<file path="src/verilog/sacu_pkg.sv">
// shared constants, register map and helpers for the converter control unit
package sacu_pkg;
  // register indices; byte address is four times the index
  localparam logic [7:0] IDX_PIN_SELECT = 8'h05;
  localparam logic [7:0] IDX_CONTROL = 8'h06;
  localparam logic [7:0] IDX_CALIBRATION = 8'h07;
  localparam logic [7:0] IDX_RESULT_HIGH = 8'h08;
  localparam logic [7:0] IDX_RESULT_LOW = 8'h09;
  localparam logic [7:0] IDX_STATUS = 8'h0A;
  localparam logic [7:0] ADDR_PIN_SELECT = 8'(IDX_PIN_SELECT * 4);
  localparam logic [7:0] ADDR_CONTROL = 8'(IDX_CONTROL * 4);
  localparam logic [7:0] ADDR_CALIBRATION = 8'(IDX_CALIBRATION * 4);
  localparam logic [7:0] ADDR_RESULT_HIGH = 8'(IDX_RESULT_HIGH * 4);
  localparam logic [7:0] ADDR_RESULT_LOW = 8'(IDX_RESULT_LOW * 4);
  localparam logic [7:0] ADDR_STATUS = 8'(IDX_STATUS * 4);
  // converter_control fields
  localparam int CTRL_REF_BIT = 7;
  localparam int CTRL_RATE_LSB = 5;
  localparam int CTRL_RUN_BIT = 4;
  localparam int CTRL_POWER_BIT = 3;
  localparam int CTRL_CHAN_LSB = 0;
  // offset_calibration fields
  localparam int CAL_ENABLE_BIT = 7;
  localparam int CAL_SIGN_BIT = 6;
  localparam int CAL_MAG_LSB = 3;
  localparam int CAL_ROUTE_BIT = 1;
  localparam int CAL_SOURCE_BIT = 0;
  // status fields
  localparam int STAT_DONE_BIT = 0;
  localparam int STAT_WAKE_EN_BIT = 1;
  localparam int STAT_IRQ_EN_BIT = 2;
  localparam int STAT_BUSY_BIT = 3;
  localparam int STAT_SHUTOFF_BIT = 4;
  // values after reset
  localparam logic [7:0] PIN_SELECT_RESET = 8'h00;
  localparam logic [7:0] CONTROL_RESET = 8'h00;
  localparam logic [7:0] CALIBRATION_RESET = 8'h00;
  localparam logic [7:0] STATUS_RESET = 8'h00;
  // conversion timing
  localparam logic [5:0] DGD_SYS_CYCLES = 6'h03;
  localparam logic [5:0] SAMPLE_CLOCKS = 6'h04;
  localparam logic [3:0] TOP_BIT = 4'h9;
  localparam logic [9:0] RESULT_MAX = 10'h3FF;

  // oscillator divide ratio per clock-rate code
  function automatic logic [4:0] rate_divisor(input logic [1:0] code);
    unique case (code)
      2'h0: rate_divisor = 5'h04;
      2'h1: rate_divisor = 5'h01;
      2'h2: rate_divisor = 5'h10;
      2'h3: rate_divisor = 5'h02;
    endcase
  endfunction : rate_divisor

  // 1.5 converter clocks in system cycles, rounded up
  function automatic logic [5:0] overhead_cycles(input logic [1:0] code);
    logic [6:0] d;
    d = {2'h0, rate_divisor(code)};
    overhead_cycles = 6'((7'h03 * d + 7'h01) >> 1);
  endfunction : overhead_cycles
endpackage : sacu_pkg

</file>
<file path="src/verilog/sacu_conv_if.sv">
// link between register front end and conversion sequencer
interface sacu_conv_if;
  logic start;
  logic [1:0] rate;
  logic busy;
  logic done;
  logic [9:0] raw;
  modport ctrl (output start, output rate, input busy, input done, input raw);
  modport seq (input start, input rate, output busy, output done, output raw);
endinterface : sacu_conv_if

</file>
<file path="src/verilog/sacu_top.sv">
// converter control unit: register front end, pin assignment and result handling
//
// Notes on behaviour
// - pin-select bit one makes pin analog
// - shared pin: interrupt, then analog, then port
// - reference from supply at zero, pin at one
// - rate codes divide by four, one, sixteen, two
// - run set by software, cleared only by hardware
// - power bit zero switches reference ladder off
// - channel code n routes channel n
// - calibration bit applies offset correction
// - polarity bit: zero negative, one positive
// - offset magnitude zero to seven LSB
// - calibration bit two reads zero
// - op-amp routing overrides channel field
// - op-amp source picks first or second output
// - completion loads result, clears run, sets flag
// - overhead three sys, 1.5, 4, 10 converter clocks
// - sleep completion wakes or shuts converter off
module sacu_top
  import sacu_pkg::*;
(
  // clock and reset
  input wire logic clock,
  input wire logic srst,
  // wishbone slave
  input wire logic wb_cyc,
  input wire logic wb_stb,
  input wire logic wb_we,
  input wire logic [7:0] wb_adr,
  input wire logic [3:0] wb_sel,
  input wire logic [31:0] wb_dat_wr,
  output logic [31:0] wb_dat_rd,
  output logic wb_ack,
  // pin assignment
  input wire logic ext_int_enable,
  output logic [7:0] pin_analog_enable,
  output logic pin0_int_owns,
  output logic pin0_analog_owns,
  output logic ref_from_pin,
  output logic reference_pin_is_port,
  // analog core
  input wire logic compare_high,
  output logic sample_hold,
  output logic [9:0] trial_code,
  output logic [2:0] channel_select,
  output logic opamp_route_enable,
  output logic opamp_source_select,
  output logic converter_enable,
  // system
  input wire logic sleep_mode,
  output logic wake_request,
  output logic conversion_done_flag,
  output logic conversion_irq_request,
  output logic conversion_run
);
  typedef struct packed {
    // software registers
    logic [7:0] pin_sel;
    logic ref_sel;
    logic [1:0] rate;
    logic run;
    logic power;
    logic [2:0] chan;
    logic cal_en;
    logic cal_sign;
    logic [2:0] cal_mag;
    logic route;
    logic source;
    logic [1:0] res_hi;
    logic [7:0] res_lo;
    logic done_flag;
    logic wake_en;
    logic irq_en;
    logic shutoff;
    // bus answer
    logic ack;
    logic [31:0] rdata;
    // converter handshake and registered outputs
    logic start;
    logic wake;
    logic pin0_int;
    logic pin0_analog;
    logic conv_en;
    logic irq_req;
    logic ref_port;
  } sacu_state_t;
  sacu_state_t r_reg, r_next;

  sacu_conv_if cv ();
  logic tick;
  logic restart;
  logic sample_int;
  logic [9:0] trial_int;
  logic req;
  logic wr;
  logic [7:0] wbyte;
  logic [9:0] adjusted;

  sacu_prescaler u_prescaler (
    .clock(clock),
    .srst(srst),
    .restart(restart),
    .rate(r_reg.rate),
    .tick(tick)
  );

  sacu_sequencer u_sequencer (
    .clock(clock),
    .srst(srst),
    .cv(cv),
    .tick(tick),
    .restart(restart),
    .compare_high(compare_high),
    .sample_hold(sample_int),
    .trial_code(trial_int)
  );

  assign cv.start = r_reg.start;
  assign cv.rate = r_reg.rate;

  // signed offset correction with saturation at both ends
  function automatic logic [9:0] apply_offset(
    input logic [9:0] raw,
    input logic en,
    input logic sign,
    input logic [2:0] mag
  );
    logic [10:0] sum;
    sum = {1'b0, raw};
    apply_offset = raw;
    if (en) begin
      if (sign) begin
        sum = {1'b0, raw} + {8'h00, mag};
        apply_offset = sum[10] ? RESULT_MAX : sum[9:0];
      end else begin
        apply_offset = (raw < {7'h00, mag}) ? 10'h000 : 10'(raw - {7'h00, mag});
      end
    end
  endfunction : apply_offset

  always_comb begin
    r_next = r_reg;
    req = wb_cyc && wb_stb && !r_reg.ack;
    wr = req && wb_we && wb_sel[0];
    wbyte = wb_dat_wr[7:0];
    adjusted = apply_offset(cv.raw, r_reg.cal_en, r_reg.cal_sign, r_reg.cal_mag);
    r_next.ack = req;
    r_next.start = 1'b0;
    r_next.wake = 1'b0;

    // register reads, captured with the answer
    r_next.rdata = 32'h0000_0000;
    if (req && !wb_we) begin
      unique case (wb_adr)
        ADDR_PIN_SELECT: r_next.rdata = {24'h00_0000, r_reg.pin_sel};
        ADDR_CONTROL: r_next.rdata = {24'h00_0000, r_reg.ref_sel, r_reg.rate,
          r_reg.run, r_reg.power, r_reg.chan};
        ADDR_CALIBRATION: r_next.rdata = {24'h00_0000, r_reg.cal_en, r_reg.cal_sign,
          r_reg.cal_mag, 1'b0, r_reg.route, r_reg.source};
        ADDR_RESULT_HIGH: r_next.rdata = {30'h0000_0000, r_reg.res_hi};
        ADDR_RESULT_LOW: r_next.rdata = {24'h00_0000, r_reg.res_lo};
        ADDR_STATUS: r_next.rdata = {27'h000_0000, r_reg.shutoff, cv.busy,
          r_reg.irq_en, r_reg.wake_en, r_reg.done_flag};
        default: r_next.rdata = 32'h0000_0000;
      endcase
    end

    // register writes, low byte lane only
    if (wr) begin
      unique case (wb_adr)
        ADDR_PIN_SELECT: r_next.pin_sel = wbyte;
        ADDR_CONTROL: begin
          r_next.ref_sel = wbyte[CTRL_REF_BIT];
          r_next.rate = wbyte[CTRL_RATE_LSB +: 2];
          r_next.power = wbyte[CTRL_POWER_BIT];
          r_next.chan = wbyte[CTRL_CHAN_LSB +: 3];
          // writing zero leaves the run bit alone
          if (wbyte[CTRL_RUN_BIT] && !r_reg.run && !cv.busy) begin
            r_next.run = 1'b1;
            r_next.start = 1'b1;
            r_next.shutoff = 1'b0;
          end
        end
        ADDR_CALIBRATION: begin
          r_next.cal_en = wbyte[CAL_ENABLE_BIT];
          r_next.cal_sign = wbyte[CAL_SIGN_BIT];
          r_next.cal_mag = wbyte[CAL_MAG_LSB +: 3];
          r_next.route = wbyte[CAL_ROUTE_BIT];
          r_next.source = wbyte[CAL_SOURCE_BIT];
        end
        ADDR_STATUS: begin
          r_next.wake_en = wbyte[STAT_WAKE_EN_BIT];
          r_next.irq_en = wbyte[STAT_IRQ_EN_BIT];
          if (wbyte[STAT_DONE_BIT]) r_next.done_flag = 1'b0;
        end
        default: ;
      endcase
    end

    // leaving sleep releases a converter shut off at completion
    if (!sleep_mode) r_next.shutoff = 1'b0;

    // completion comes after the clear so a new event is never lost
    if (cv.done) begin
      r_next.res_hi = adjusted[9:8];
      r_next.res_lo = adjusted[7:0];
      r_next.run = 1'b0;
      r_next.done_flag = 1'b1;
      if (sleep_mode) begin
        if (r_reg.wake_en) r_next.wake = 1'b1;
        else r_next.shutoff = 1'b1;
      end
    end

    // registered pin and core controls
    r_next.pin0_int = ext_int_enable;
    r_next.pin0_analog = r_next.pin_sel[0] && !ext_int_enable;
    r_next.conv_en = r_next.power && !r_next.shutoff;
    r_next.irq_req = r_next.done_flag && r_next.irq_en;
    r_next.ref_port = !r_next.ref_sel;
  end

  always_ff @(posedge clock) begin
    if (srst) begin
      r_reg <= '0;
      r_reg.pin_sel <= PIN_SELECT_RESET;
      r_reg.ref_sel <= CONTROL_RESET[CTRL_REF_BIT];
      r_reg.ref_port <= !CONTROL_RESET[CTRL_REF_BIT];
      r_reg.rate <= CONTROL_RESET[CTRL_RATE_LSB +: 2];
      r_reg.power <= CONTROL_RESET[CTRL_POWER_BIT];
      r_reg.chan <= CONTROL_RESET[CTRL_CHAN_LSB +: 3];
      r_reg.cal_en <= CALIBRATION_RESET[CAL_ENABLE_BIT];
      r_reg.cal_sign <= CALIBRATION_RESET[CAL_SIGN_BIT];
      r_reg.cal_mag <= CALIBRATION_RESET[CAL_MAG_LSB +: 3];
      r_reg.route <= CALIBRATION_RESET[CAL_ROUTE_BIT];
      r_reg.source <= CALIBRATION_RESET[CAL_SOURCE_BIT];
      r_reg.wake_en <= STATUS_RESET[STAT_WAKE_EN_BIT];
      r_reg.irq_en <= STATUS_RESET[STAT_IRQ_EN_BIT];
    end else begin
      r_reg <= r_next;
    end
  end

  // bus answer
  assign wb_ack = r_reg.ack;
  assign wb_dat_rd = r_reg.rdata;

  // pin assignment
  assign pin_analog_enable = r_reg.pin_sel;
  assign pin0_int_owns = r_reg.pin0_int;
  assign pin0_analog_owns = r_reg.pin0_analog;
  assign ref_from_pin = r_reg.ref_sel;
  assign reference_pin_is_port = r_reg.ref_port;

  // analog core
  assign sample_hold = sample_int;
  assign trial_code = trial_int;
  assign channel_select = r_reg.chan;
  assign opamp_route_enable = r_reg.route;
  assign opamp_source_select = r_reg.source;
  assign converter_enable = r_reg.conv_en;

  // system
  assign wake_request = r_reg.wake;
  assign conversion_done_flag = r_reg.done_flag;
  assign conversion_irq_request = r_reg.irq_req;
  assign conversion_run = r_reg.run;
endmodule : sacu_top

</file>
<file path="src/verilog/sacu_prescaler.sv">
// oscillator prescaler giving one tick per converter clock
module sacu_prescaler
  import sacu_pkg::*;
(
  // clock and reset
  input wire logic clock,
  input wire logic srst,
  // control
  input wire logic restart,
  input wire logic [1:0] rate,
  // converter clock tick
  output logic tick
);
  typedef struct packed {
    logic [4:0] cnt;
    logic tick;
  } sacu_presc_t;
  sacu_presc_t r_reg, r_next;

  always_comb begin
    r_next = r_reg;
    r_next.tick = 1'b0;
    if (restart || (r_reg.cnt + 5'h01 >= rate_divisor(rate))) begin
      r_next.cnt = 5'h00;
      r_next.tick = !restart;
    end else begin
      r_next.cnt = r_reg.cnt + 5'h01;
    end
  end

  always_ff @(posedge clock) begin
    if (srst) r_reg <= '0;
    else r_reg <= r_next;
  end

  assign tick = r_reg.tick;
endmodule : sacu_prescaler

</file>
<file path="src/verilog/sacu_sequencer.sv">
// successive-approximation sequencer with digital overhead phases
module sacu_sequencer
  import sacu_pkg::*;
(
  // clock and reset
  input wire logic clock,
  input wire logic srst,
  // front end
  sacu_conv_if.seq cv,
  // prescaler
  input wire logic tick,
  output logic restart,
  // analog core
  input wire logic compare_high,
  output logic sample_hold,
  output logic [9:0] trial_code
);
  typedef enum logic [2:0] {IDLE, DGD_SYS, DGD_CONV, SAMPLE, CONVERT} sacu_seq_state_t;
  typedef struct packed {
    sacu_seq_state_t state;
    logic [5:0] cnt;
    logic [3:0] bitpos;
    logic [9:0] code;
    logic busy;
    logic done;
    logic sample;
    logic restart;
  } sacu_seq_t;
  sacu_seq_t r_reg, r_next;

  always_comb begin
    r_next = r_reg;
    r_next.done = 1'b0;
    r_next.restart = 1'b0;
    unique case (r_reg.state)
      IDLE: if (cv.start) begin
        r_next.state = DGD_SYS;
        r_next.cnt = 6'h00;
        r_next.busy = 1'b1;
      end
      DGD_SYS: begin
        r_next.cnt = r_reg.cnt + 6'h01;
        if (r_reg.cnt == DGD_SYS_CYCLES - 6'h01) begin
          r_next.state = DGD_CONV;
          r_next.cnt = 6'h00;
        end
      end
      DGD_CONV: begin
        r_next.cnt = r_reg.cnt + 6'h01;
        if (r_reg.cnt == overhead_cycles(cv.rate) - 6'h01) begin
          r_next.state = SAMPLE;
          r_next.cnt = 6'h00;
          r_next.restart = 1'b1;
          r_next.sample = 1'b1;
        end
      end
      SAMPLE: if (tick) begin
        r_next.cnt = r_reg.cnt + 6'h01;
        if (r_reg.cnt == SAMPLE_CLOCKS - 6'h01) begin
          r_next.state = CONVERT;
          r_next.sample = 1'b0;
          r_next.bitpos = TOP_BIT;
          r_next.code = 10'h200;
        end
      end
      CONVERT: if (tick) begin
        if (!compare_high) r_next.code[r_reg.bitpos] = 1'b0;
        if (r_reg.bitpos == 4'h0) begin
          r_next.state = IDLE;
          r_next.busy = 1'b0;
          r_next.done = 1'b1;
        end else begin
          r_next.bitpos = r_reg.bitpos - 4'h1;
          r_next.code[4'(r_reg.bitpos - 4'h1)] = 1'b1;
        end
      end
    endcase
  end

  always_ff @(posedge clock) begin
    if (srst) r_reg <= '0;
    else r_reg <= r_next;
  end

  assign cv.busy = r_reg.busy;
  assign cv.done = r_reg.done;
  assign cv.raw = r_reg.code;
  assign restart = r_reg.restart;
  assign sample_hold = r_reg.sample;
  assign trial_code = r_reg.code;
endmodule : sacu_sequencer

</file>
<file path="config.mk">
export PLATFORM = sky130hd
export DESIGN_NAME = sacu_top
export DESIGN_NICKNAME = d
export VERILOG_FILES = /design/src/verilog/sacu_pkg.sv /design/src/verilog/sacu_conv_if.sv /design/src/verilog/sacu_top.sv /design/src/verilog/sacu_prescaler.sv /design/src/verilog/sacu_sequencer.sv
export SDC_FILE = /design/constraint.sdc
export NUM_CORES = 1
export LEC_CHECK = 0
export ABC_AREA = 1
export ABC_CLOCK_PERIOD_IN_PS = 2300
export BUFFER_PORTS_ARGS = -buffer_cell sky130_fd_sc_hd__buf_2
export CAP_MARGIN = 30
export CORE_MARGIN = 2
export CORE_UTILIZATION = 55
export CTS_CLUSTER_DIAMETER = 60
export DETAILED_ROUTE_END_ITERATION = 8
export PLACE_DENSITY = 0.82
export SYNTH_ARGS = -nofsm -noshare
export SYNTH_HDL_FRONTEND = slang
export SYNTH_SLANG_ARGS = --single-unit
export TNS_END_PERCENT = 50
</file>
<file path="constraint.sdc">
create_clock -name clock -period 2.3 [get_ports clock]
set_input_delay 0 -clock clock [delete_from_list [all_inputs] [get_ports clock]]
set_output_delay 0 -clock clock [all_outputs]
set_load 0.03 [all_outputs]
</file>
[Word level (Yosys, flattened, before mapping)]
Index checks and enable logic that the tools add are counted.
Storage, ports and cells
  flip-flop bits (word level): 110
  input bits: 52
  output and inout bits: 66
  logic and storage cells: 185
Cells by class
  add/subtract/negate cells: 7
  $mul: 1
  $lt $le $gt $ge: 6
  eq/ne operators: 24
  muxes and demuxes: 51
  bitwise operators: 12
  reductions and logical operators: 47
Operator list (number)
  2-to-1 mux 10 bit: 7
  case mux 8 bit (6 select lines): 1
  2-to-1 mux 16 bit: 2
  2-to-1 mux 14 bit: 2
  case mux 14 bit (2 select lines): 1
  2-to-1 mux 9 bit: 3
  equality test 8 x 5 -> 1 bit (second input constant): 3
  equality test 8 x 6 -> 1 bit (second input constant): 3
  case mux 6 bit (4 select lines): 1
  2-to-1 mux 23 bit: 1
  case mux 5 bit (4 select lines): 1
  2-to-1 mux 1 bit: 17
  case mux 3 bit (5 select lines): 1
  equality test 6 x 2 -> 1 bit (second input constant): 2
  logical AND 1 bit: 12
  2-to-1 mux 3 bit: 4
  AND reduction 4 bit: 3
  adder 10 x 3 -> 11 bit: 1
  bitwise AND 10 bit: 1
  < comparator 10 x 3 -> 1 bit: 1
  < comparator 4 x 5 -> 1 bit (second input constant): 2
  NOT 10 bit: 1
  OR 10 bit: 1
  OR reduction 2 bit: 5
  37 further kinds: 72

[Depth between registers and ports, before layout]
Gate-level depths: netlist of run 1.
  word-level depth: 13
  depth in mapped cells: 14
  gate-level depth less buffers: 14

[Modules after synthesis]
Synthesis of run 1 repeated with hierarchy kept, for this count alone.
Unflattened totals
  cells, all modules: 787
  area, all modules: 5427.7 um2
Modules (own cells, without submodules)
  sacu_top: times used 1, cells an instance 484, area each 3353.2 um2, seq. area each 1061.0 um2
  sacu_sequencer: times used 1, cells an instance 256, area each 1717.9 um2, seq. area each 540.5 um2
  sacu_prescaler: times used 1, cells an instance 47, area each 356.6 um2, seq. area each 120.1 um2

[Worst setup path after synthesis of run 1]
No wires, ideal clock.
  kind: register to register
  start point: reg u_sequencer.r_reg, in the netlist u_sequencer.cv.raw[0]
  end point: reg r_reg[47] in the netlist's numbering
  setup time: 0.074 ns
  data arrival time: 1.839 ns
  data required time: 2.226 ns
  path slack: 0.386 ns
  cell stages (with the launch flop): 13
  path buffers: 0
  period minus slack after synthesis: 1.914 ns
  path through: dfxtp_1 -> inv_1 -> ha_1 -> fa_1 -> inv_1 -> nand2_1 -> nand3_1 -> nor2_1 -> nor2_1 -> nand3_1 -> nand3_1 -> nand2_1 -> o21ai_0
Between the ends
  cells in the longest elaborated chain, start to end: 4
  elaborated cells between the ends (all ways): 7
  those cells by class: 2 x add/sub; 1 x order compare; 4 x mux
RTL lines
  start: declaration: RTL line sacu_sequencer.sv:29  | sacu_seq_t r_reg, r_next;
  start signal: assignment: RTL line sacu_sequencer.sv:82  | else r_reg <= r_next;
  subtractor 10 x 3 -> 10 bit (tied with other cells): RTL line sacu_top.sv:137  | apply_offset = (raw < {7'h00, mag}) ? 10'h000 : 10'(raw - {7'h00, mag});
  2-to-1 mux 10 bit (on tied branches): RTL line sacu_top.sv:137, sacu_top.sv:135
  2-to-1 mux 10 bit (*): RTL line sacu_top.sv:133  | if (sign) begin
  2-to-1 mux 10 bit (*): RTL line sacu_top.sv:132  | if (en) begin
  end signal: assignment: RTL line sacu_top.sv:241  | r_reg <= r_next;
  end: declaration: RTL line sacu_top.sv:88  | sacu_state_t r_reg, r_next;
Every way passes the cells marked *; elsewhere a longest branch is shown, timed or not.
A chain may end at the register's enable or synchronous reset.

[Worst setup path after layout of run 1]
  start point: reg r_reg[56] in the netlist's numbering
  end point: reg r_reg[44] in the netlist's numbering
Between the ends
  cells in the longest elaborated chain, start to end: 4
  elaborated cells between the ends (all ways): 7
  those cells by class: 2 x add/sub; 1 x order compare; 4 x mux
RTL lines (RTL line)
  subtractor 10 x 3 -> 10 bit (tied with other cells): sacu_top.sv:137
  2-to-1 mux 10 bit (on tied branches): sacu_top.sv:137, sacu_top.sv:135
  2-to-1 mux 10 bit (*): sacu_top.sv:133
  2-to-1 mux 10 bit (*): sacu_top.sv:132
Marks and branches as above.

==> results.toml, run 1 <==
[final_layout]
largest_reg_flops = 19
area_growth_pct = 8.713
antenna_cells_inserted = 0
layout-drive-gt1-share_pct = 14.51
layout.cells.non_filler = 952
design.final.nets = 904
post-route-util_pct = 61.28
fillers = 828

[floorplan]
num_ports = 118
row_count = 35
floorplan.core_area_um2 = 9196
dieHeight_um = 101.1
initial_util_pct = 56.37
total_die_area_um2 = 10220
fp.dieW_um = 101.1

[synth]
synth_ff_type = "dfxtp_1"
synth_largest_area_cell = "dfxtp_1"
synth.yosys.warnings = 0
synth_seq_area_share_pct = 33.21
netlist.area_leader.share_pct = 33.21
synth_enable_flop_cells = 0
synthMostInstantiatedCell = "nand2_1"
postSynthCellCount = 783
synth.distinct_cells = 37
yosys-top-cells-count = "nand2_1 (194), inv_1 (90), nor2_1 (87)"
top_cells_by_area_synth = "dfxtp_1 (33%), nand2_1 (14%), buf_4 (7.7%), inv_1 (6.5%), nand3_1 (6.5%)"
post_synth_instance_area_um2 = 5184
postSynthRegisterBits = 86
synth-async-reset-ratio_pct = 0
synth_area_per_cell_um2 = 6.620

[route]
routed_wirelength_um = 12360
per_cell_via_count_in_the_routed_design = 5.205
vias = 4955
wl_per_cell_um = 12.99
number_of_search_and_repair_iterations_in_the_first_detailed_routing_pass = 5
m1WireLength_um = 5359
drt-initial-drc-count = 328
detail_route.drc_violations = 0
route.met3.wl_um = 898
postRouteAntennaNets = 0
top_layer_used = "met4"
met2RoutedLength_um = 5889

[worst_setup_path]
worst_path_arrival_ps = 2380
cp_slowest_stage_delay_ps = 400
maximum_fanout_count_along_the_critical_path = 7
cp-end-kind = "flip-flop"
timing.critical_path.from_type = "flip-flop"
critPathKind = "reg -> reg"
cp_top_family = "adder cells"
cp.buffers_inverters = 0
timing.reg2reg.setup_slack_ps = 160
cell_with_the_most_instances_on_the_worst_path = "nand2_1"
worst_path_max_delay_cell = "fa_1"
crit_path_cell_count = 10
worst_r2r_path_depth = 10
cell_by_cell_trace_of_the_critical_path = "ha_1 > fa_1 > nand2_1 > nand2_1 > nand2_1 > nor2_1 > a21oi_2 > o21ai_0 > nand2_1 > o21ai_0"
cp_data_required_time_ps = 2540

[power]
leakagePower_nw = 2.737
max-vdd-ir-drop_uv = 398.3
pwrdens_nw_per_um2 = 562.6

[cts]
ctsHtreeMaxLevel = 3
clock_tree_root_driver_cell = "clkbuf_8"
tritoncts.num_buffers = 9
tritoncts = "done"
clkTransAtPathRegs_ps = 100
insertion_delay_ps = 360
cts_sinks = 86
post-cts-setup-buffers = 0
max_clock_buf_depth = 2

[hold_path]
cell_depth_of_the_worst_min_delay_path = 4
hold_class = "in -> reg"

[timing]
worst_slew_margin_rel_pct = 53.42
max_freq_mhz = 467.9
timing.final.crit_share_pct = 92.92
finalSetupViolCount = 0
timing_worst_slew_pin_value_ps = 698.8
setup_slack_ps = 162.8
tns_ps = 0
final.setup_skew_ps = 12.21
rsz0062_at_grt = "no"
report.final.hold_viol_count = 0
timing.final.max_slew_violations = 0
post-route-min-period_ps = 2137

[placed_design]
post-place-cells = 922
port-buffer-count = 66
dpl_worst_slack_ps = 207.4
routabilityCongestion = 0.9090
detailed_placement_wirelength_estimate_um = 8809

[global_routing]
grt_start_max_net_pins = 33
global_route_wire_length_before_repair_um = 20200
global_route.overflow_total = 0
antenna_found_initial = 0
vias_in_the_first_global_route = 4405
grt_util_overall_pct = 24.56

[outcome]
run_status = "complete, no violations"

[run]
drv.max_cap_violation_count = 0
[worst reg2reg max path: stages (launching register included)]
cell     delay [ps]
dfxtp_1         370
ha_1            230
fa_1            400
nand2_1         100
nand2_1         100
nand2_1         130
nor2_1           70
a21oi_2         340
o21ai_0         150
nand2_1          80
o21ai_0          60
[report_power, final]
part | switching [mW] | internal [mW] | total (mW) | leakage, nW
Sequential | 0.0501 | 1.54 | 1.59 | 0.694
Combinational | 0.393 | 0.178 | 0.571 | 1.95
Clock | 0.594 | 0.417 | 1.01 | 0.0931
[cells in the final DEF, fill, tap and decap left out, types with 9 or more instances in the layout]
cell type      count
nand2_1          194
inv_1             90
nor2_1            87
dfxtp_1           86
nand3_1           67
buf_2             66
a21oi_1           58
o21ai_0           45
conb_1            24
ha_1              14
dlygate4sd3_1     14
nor3_1            11
clkbuf_8           9
[metrics by stage]
stage	area [um^2]	total power, mW	hold slack [ps]
floorplan	5270	2.074	66.87
global placement	5309	2.158	181.9
detailed placement	5309	2.164	182.6
CTS	5635	3.179	45.07
global route	5635	3.343	87.35
finish	5635	3.171	66.63
[metal layers]
layer  GRT usage (%)  vias up
met5               0        -
met4           7.069        0
met3           4.369       23
met2           41.67      202
met1           31.96     2209
li1                -     2521
[cell families after synthesis]
family                     share of synthesized area [%]
and+or+nand+nor                                    31.72
buffers and inverters                              16.49
AOI/OAI and AO/OA                                  13.35
other                                            0.07234
xor gates and xnor gates                           1.014
adders and majority gates                          4.152
DFF                                                33.21
[final cells by class]
type / instances / area, um^2 / area share [%]
repair buffers: 87 / 523.0 / 9.281
well taps: 111 / 138.9 / 2.464
clock buffers: 9 / 123.9 / 2.198
clock inverters: 7 / 62.56 / 1.110
flip-flops and latches: 86 / 1722 / 30.55
multi-input cells: 553 / 2694 / 47.80
inverters: 99 / 371.6 / 6.594
[repair_timing]
| item | in CTS | in global routing |
|---|---|---|
| hold buffers | 14 | 0 |
| endpoints found under the setup margin | 0 | 0 |
| resized for setup | 0 | 0 |
| hold endpoints to repair | 31 | 0 |
[final timing paths]
check	startpoint	to
hold reg to reg	u_sequencer.restart$_SDFF_PP0_	u_prescaler.tick$_SDFF_PP0_
setup / recovery	r_reg[56]$_SDFFE_PP0P_	r_reg[44]$_SDFFE_PP0P_
setup reg to reg	r_reg[56]$_SDFFE_PP0P_	r_reg[44]$_SDFFE_PP0P_
hold / removal	wb_adr[2]	wb_dat_rd[6]$_SDFF_PP0_
No activity file was read; power rests on OpenSTA's default activity.
==> run 2, diff against run 1 <==
--- a/config.mk
+++ b/config.mk
@@ -14,6 +14,7 @@
 export CTS_CLUSTER_DIAMETER = 60
 export DETAILED_ROUTE_END_ITERATION = 8
 export PLACE_DENSITY = 0.82
+export SETUP_SLACK_MARGIN = 0.5
 export SYNTH_ARGS = -nofsm -noshare
 export SYNTH_HDL_FRONTEND = slang
 export SYNTH_SLANG_ARGS = --single-unit
==> results.toml, run 2 (synthesis gave the netlist of run 1 again) <==
[worst_setup_path]
r2r-end = "r_reg[52]$_SDFFE_PP0P_"
crit_end = "r_reg[52]$_SDFFE_PP0P_"
cell_with_the_most_instances_on_the_worst_path = "nand2_1"
worst_path_arrival_ps = 2230
cell_by_cell_trace_of_the_critical_path = "inv_2 > ha_4 > fa_2 > inv_2 > nand2_4 > nand3_4 > nor2_2 > nor2_4 > nand2_1 > nand3_1 > nand2_1 > nand2_1"
critPathKind = "reg -> reg"
worst_r2r_path_depth = 12
cp-end-kind = "flip-flop"
crit_path_cell_count = 12
setup.worst_path.start = "u_sequencer.cv.raw[0]$_SDFFE_PP0P_"
maximum_fanout_count_along_the_critical_path = 8
reg2reg_from = "u_sequencer.cv.raw[0]$_SDFFE_PP0P_"
timing.critical_path.from_type = "flip-flop"
cp_top_family = "simple AND/OR/NAND/NOR gates"
cp_slowest_stage_delay_ps = 390
timing.reg2reg.setup_slack_ps = 390
cp.buffers_inverters = 2
cp_data_required_time_ps = 2610
worst_path_max_delay_cell = "fa_2"

[timing]
max_freq_mhz = 522.5
report.final.hold_viol_count = 0
timing_worst_slew_pin_value_ps = 693.6
worst_hold_slack_ps = 38.93
setup_slack_ps = 386.2
worst_slew_margin_rel_pct = 53.76
finalSetupViolCount = 0
timing.final.crit_share_pct = 83.21
post-route-min-period_ps = 1914
timing.final.max_slew_violations = 0
final.setup_skew_ps = 18.52
tns_ps = 0
rsz0062_at_grt = "yes"

[power]
internal-power_mw = 2.174
pwrdens_nw_per_um2 = 555.8
p_sw_mw = 1.132
p_sw_share_pct = 34.23
comb_power_share_pct = 18.9
clkPwrFrac_pct = 32.7
report.power.total_mw = 3.306
power_frac_seq_pct = 48.3
leakagePower_nw = 2.819
max-vdd-ir-drop_uv = 361.5

[final_layout]
antenna_cells_inserted = 0
largest_reg_flops = 19
post_route_cell_area_um2 = 5948
layout-drive-gt1-share_pct = 21.39
design.final.nets = 914
layout.cells.most_common = "nand2_1"
area_growth_pct = 14.75
layout_common_cells = "nand2_1 (182), inv_1 (87), nor2_1 (80)"

[placed_design]
detailed_placement_wirelength_estimate_um = 8852
dpl_worst_slack_ps = 228.1
port-buffer-count = 66
routabilityCongestion = 0.9455
placement.cell_area_um2 = 5303

[floorplan]
floorplan.core_area_um2 = 9196
num_ports = 118
fp.dieW_um = 101.1
dieHeight_um = 101.1
row_count = 35
initial_util_pct = 56.37
total_die_area_um2 = 10220

[hold_path]
hold_class = "in -> reg"

[run]
drv.max_cap_violation_count = 0

[global_routing]
antenna_found_initial = 0
grt_util_overall_pct = 25.57
global_route_wire_length_before_repair_um = 20850
vias_in_the_first_global_route = 4617
global_route.overflow_total = 0
grt_start_max_net_pins = 33

[cts]
max_clock_buf_depth = 2
insertion_delay_ps = 370
tritoncts = "done"
tritoncts.num_buffers = 9
ctsHtreeMaxLevel = 3
clkTransAtPathRegs_ps = 100
clock_tree_root_driver_cell = "clkbuf_8"
cts_sinks = 86

[route]
wl_per_cell_um = 13.71
drt-initial-drc-count = 342
vias = 5130
postRouteAntennaNets = 0
per_cell_via_count_in_the_routed_design = 5.333
number_of_search_and_repair_iterations_in_the_first_detailed_routing_pass = 5
routed_wirelength_um = 13190
detail_route.drc_violations = 0

[outcome]
run_status = "complete, no violations"
run 2: cell types whose count changed in the layout (fill, tap and decap cells not counted), sizes merged:
cell	previous run	this run
clkinv	2	6
inv	103	100
buf	73	84
dlygate4sd3	14	13
clkinvlp	1	0
run 2: per-stage QoR:
step	util, %	cells
2_1_floorplan	-	806
3_3_place_gp	57.66	920
3_5_place_dp	57.66	920
4_1_cts	62.56	955
5_1_grt	64.68	962
6_report	64.68	962
run 2: routing by layer:
metal  part of all wire, %  vias up  track usage, %
met5                     0        -               0
li1                      -     2552               -
met4                   3.0        0           10.81
met2                    47      248           42.79
met1                    42     2293           32.45
met3                   8.0       37           4.369
run 2: layout make-up:
class | count | area, um^2
fill | 809 | 3248
multi-input combinational | 553 | 2893
sequential | 86 | 1737
timing repair buffer | 97 | 603.1
inverter | 99 | 376.6
tap | 111 | 138.9
clock buffer | 9 | 123.9
clock inverter | 7 | 76.32
run 2: power by group through the flow:
stage	Combinational, mW	Sequential, mW	Clock, mW
CTS	0.580	1.59	1.08
global placement	0.536	1.62	0
finish	0.626	1.60	1.08
global route	0.707	1.60	1.15
detailed placement	0.542	1.62	0
floorplan	0.458	1.62	0
run 2: what timing repair did:
item / in CTS / in global routing
hold buffers: 13 / 0
endpoints found under the hold margin: 34 / 0
pin swaps: 3 / 13
gates resized for setup: 23 / 39
setup buffers: 6 / 7
endpoints found under the setup margin: 25 / 27
run 2: worst reg2reg max path, delay by kind of cell, from the launching register on:
kind,cells,cell delay [ps]
fa+ha+maj,2,550
buf+inv,2,140
flops,1,370
simple gates,8,820
run 2: worst min-delay path by stage:
| stage | slack (ps) | startpoint | cells after the start | to |
|---|---|---|---|---|
| floorplan | 70 | ext_int_enable | 1 | pin0_analog_owns$_SDFF_PP0_ |
| global placement | 180 | ext_int_enable | 2 | pin0_analog_owns$_SDFF_PP0_ |
| detailed placement | 190 | ext_int_enable | 2 | pin0_analog_owns$_SDFF_PP0_ |
| CTS | 40 | wb_adr[2] | 4 | wb_dat_rd[6]$_SDFF_PP0_ |
| global route | 60 | wb_adr[2] | 4 | wb_dat_rd[6]$_SDFF_PP0_ |
| finish | 40 | wb_adr[2] | 4 | wb_dat_rd[6]$_SDFF_PP0_ |
==> run 3, diff against run 2 <==
--- a/config.mk
+++ b/config.mk
@@ -6,14 +6,14 @@
 export NUM_CORES = 1
 export LEC_CHECK = 0
 export ABC_AREA = 1
-export ABC_CLOCK_PERIOD_IN_PS = 2300
+export ABC_CLOCK_PERIOD_IN_PS = 1700
 export BUFFER_PORTS_ARGS = -buffer_cell sky130_fd_sc_hd__buf_2
 export CAP_MARGIN = 30
 export CORE_MARGIN = 2
-export CORE_UTILIZATION = 55
+export CORE_UTILIZATION = 49
 export CTS_CLUSTER_DIAMETER = 60
 export DETAILED_ROUTE_END_ITERATION = 8
-export PLACE_DENSITY = 0.82
+export PLACE_DENSITY = 0.77
 export SETUP_SLACK_MARGIN = 0.5
 export SYNTH_ARGS = -nofsm -noshare
 export SYNTH_HDL_FRONTEND = slang
==> constraint.sdc (replaced) <==
create_clock -name clock -period 1.7 [get_ports clock]
set_input_delay 0 -clock clock [delete_from_list [all_inputs] [get_ports clock]]
set_output_delay 0 -clock clock [all_outputs]
set_load 0.03 [all_outputs]
==> results.toml, run 3 (synthesis gave the netlist of run 1 again) <==
[power]
p_sw_share_pct = 33.68
comb_power_share_pct = 24.1
power_frac_seq_pct = 44.8
max-vdd-ir-drop_uv = 600.8
p_sw_mw = 1.637
leakagePower_nw = 3.223
clkPwrFrac_pct = 31.1
pwrdens_nw_per_um2 = 690.8
report.power.total_mw = 4.861
internal-power_mw = 3.224

[cts]
max_clock_buf_depth = 2
cts_hold_buffers = 12
ctsHtreeMaxLevel = 3
clkTransAtPathRegs_ps = 100
insertion_delay_ps = 370
tritoncts = "done"
clock_tree_root_driver_cell = "clkbuf_8"
cts_sinks = 86
tritoncts.num_buffers = 9

[global_routing]
grt_start_max_net_pins = 23
vias_in_the_first_global_route = 5132
global_route_wire_length_before_repair_um = 23740
global_route.overflow_total = 0
antenna_found_initial = 0
grt_util_overall_pct = 25.84

[timing]
worst_hold_slack_ps = -35.39
timing.final.crit_share_pct = 110.4
timing.final.max_slew_violations = 0
worst_slew_margin_rel_pct = 61.85
final.setup_skew_ps = 11.53
setup_slack_ps = -176.1
max_freq_mhz = 533.0
finalSetupViolCount = 12
timing_worst_slew_pin_value_ps = 571.5
report.final.hold_viol_count = 1
rsz0062_at_grt = "yes"
post-route-min-period_ps = 1876

[outcome]
run_status = "finished with violations"
failing_checks = "hold timing, setup timing"

[hold_path]
hold_class = "in -> reg"

[worst_setup_path]
cp-end-kind = "flip-flop"
worst_path_arrival_ps = 2200
timing.critical_path.from_type = "flip-flop"
critPathKind = "reg -> reg"
maximum_fanout_count_along_the_critical_path = 3
cp_data_required_time_ps = 2020

[final_layout]
multiInputGateArea_um2 = 3308
layout-drive-gt1-share_pct = 36.57
layout.cells.most_common = "nand2_1"
fillers = 782
antenna_cells_inserted = 0
area_growth_pct = 35.75
layout_common_cells = "nand2_1 (170), inv_1 (79), dfxtp_1 (72)"
post-route-util_pct = 68.47
regArea_um2 = 1759
design.final.nets = 979
largest_reg_flops = 19
post_route_cell_area_um2 = 7037

[floorplan]
total_die_area_um2 = 11420
floorplan.core_area_um2 = 10280
fp.dieW_um = 106.9
initial_util_pct = 50.44
num_ports = 118
dieHeight_um = 106.9
row_count = 37

[placed_design]
placement.cell_area_um2 = 5774
detailed_placement_wirelength_estimate_um = 9749
routabilityCongestion = 0.9292
port-buffer-count = 66

[route]
postRouteAntennaNets = 0
drt-initial-drc-count = 338
routed_wirelength_um = 15860
vias = 5607
number_of_search_and_repair_iterations_in_the_first_detailed_routing_pass = 6
per_cell_via_count_in_the_routed_design = 5.330
detail_route.drc_violations = 0
wl_per_cell_um = 15.07

[run]
drv.max_cap_violation_count = 0
run 3: cell count changes in the layout (fill, tap and decap cells not counted), moves of 14 or more:
| cell | delta |
|---|---|
| buf_4 | +45 |
| o21ai_0 | -22 |
| a21oi_1 | -20 |
| a21oi_2 | +20 |
| buf_6 | +14 |
| nor2_1 | -14 |
| o21ai_2 | +14 |
run 3: path summary, 6_finish.rpt:
| path | startpoint | end | slack [ps] | depth (start not counted) |
|---|---|---|---|---|
| hold reg to reg | u_sequencer.restart$_SDFF_PP0_ | u_prescaler.tick$_SDFF_PP0_ | 460 | 1 |
| hold / removal | wb_cyc | wb_ack$_SDFF_PP0_ | -40 | 3 |
| setup reg to reg | u_sequencer.cv.raw[0]$_SDFFE_PP0P_ | r_reg[46]$_SDFFE_PP0P_ | -180 | 12 |
| setup / recovery | u_sequencer.cv.raw[0]$_SDFFE_PP0P_ | r_reg[46]$_SDFFE_PP0P_ | -180 | 12 |
run 3: final cells by class:
cell class / count / area share, %
clock inverter: 5 / 0.6223
inverter: 99 / 5.637
multi-input combinational: 554 / 47.01
timing repair buffer: 160 / 16.89
clock buffer: 11 / 2.312
tap: 136 / 2.418
sequential: 86 / 25.00
timing repair inverter: 1 / 0.1067
run 3: routing by layer:
layer,GRT usage (%),routed length [um]
met5,0,0
met4,10.85,589
met3,3.708,1122
met2,44.63,7963
met1,32.19,6181
run 3: stage by stage:
stage	hold WS (ps)	cells	setup TNS (ps)	worst slack, ps
final	-35.39	1052	-876.4	-176.1
after detailed placement	182.2	982	-657.8	-103.4
after global placement	179.7	982	-241.9	-55.95
after global routing	-14.50	1052	-3369	-242.8
after floorplan	66.87	806	0	20.02
after CTS	-61.88	1040	-442.6	-61.67
run 3: power by group through the flow:
stage	Clock (mW)	Sequential (mW)	Combinational, mW
6_report	1.51	2.18	1.17
4_1_cts	1.51	2.17	1.07
5_1_grt	1.60	2.18	1.30
3_5_place_dp	0	2.20	0.814
2_1_floorplan	0	2.20	0.656
3_3_place_gp	0	2.20	0.801
run 3: repair_timing:
item                                    4_1_cts  5_1_grt
cloned                                        2        0
hold endpoints to repair                     32        1
pin swaps                                    70       51
resized for setup                           114       56
endpoints found under the setup margin       78       79
buffers inserted                             28       12
run 3: critical path, stage by stage, from the launching register on:
cell and delay [ps]:
dfxtp_4 380, ha_4 160, fa_2 350, nand2_2 110, buf_4 110, buf_4 90
buf_4 90, buf_4 90, buf_4 90, nand3b_1 110, nand3_1 140, nand2_1 50
nand2_1 50
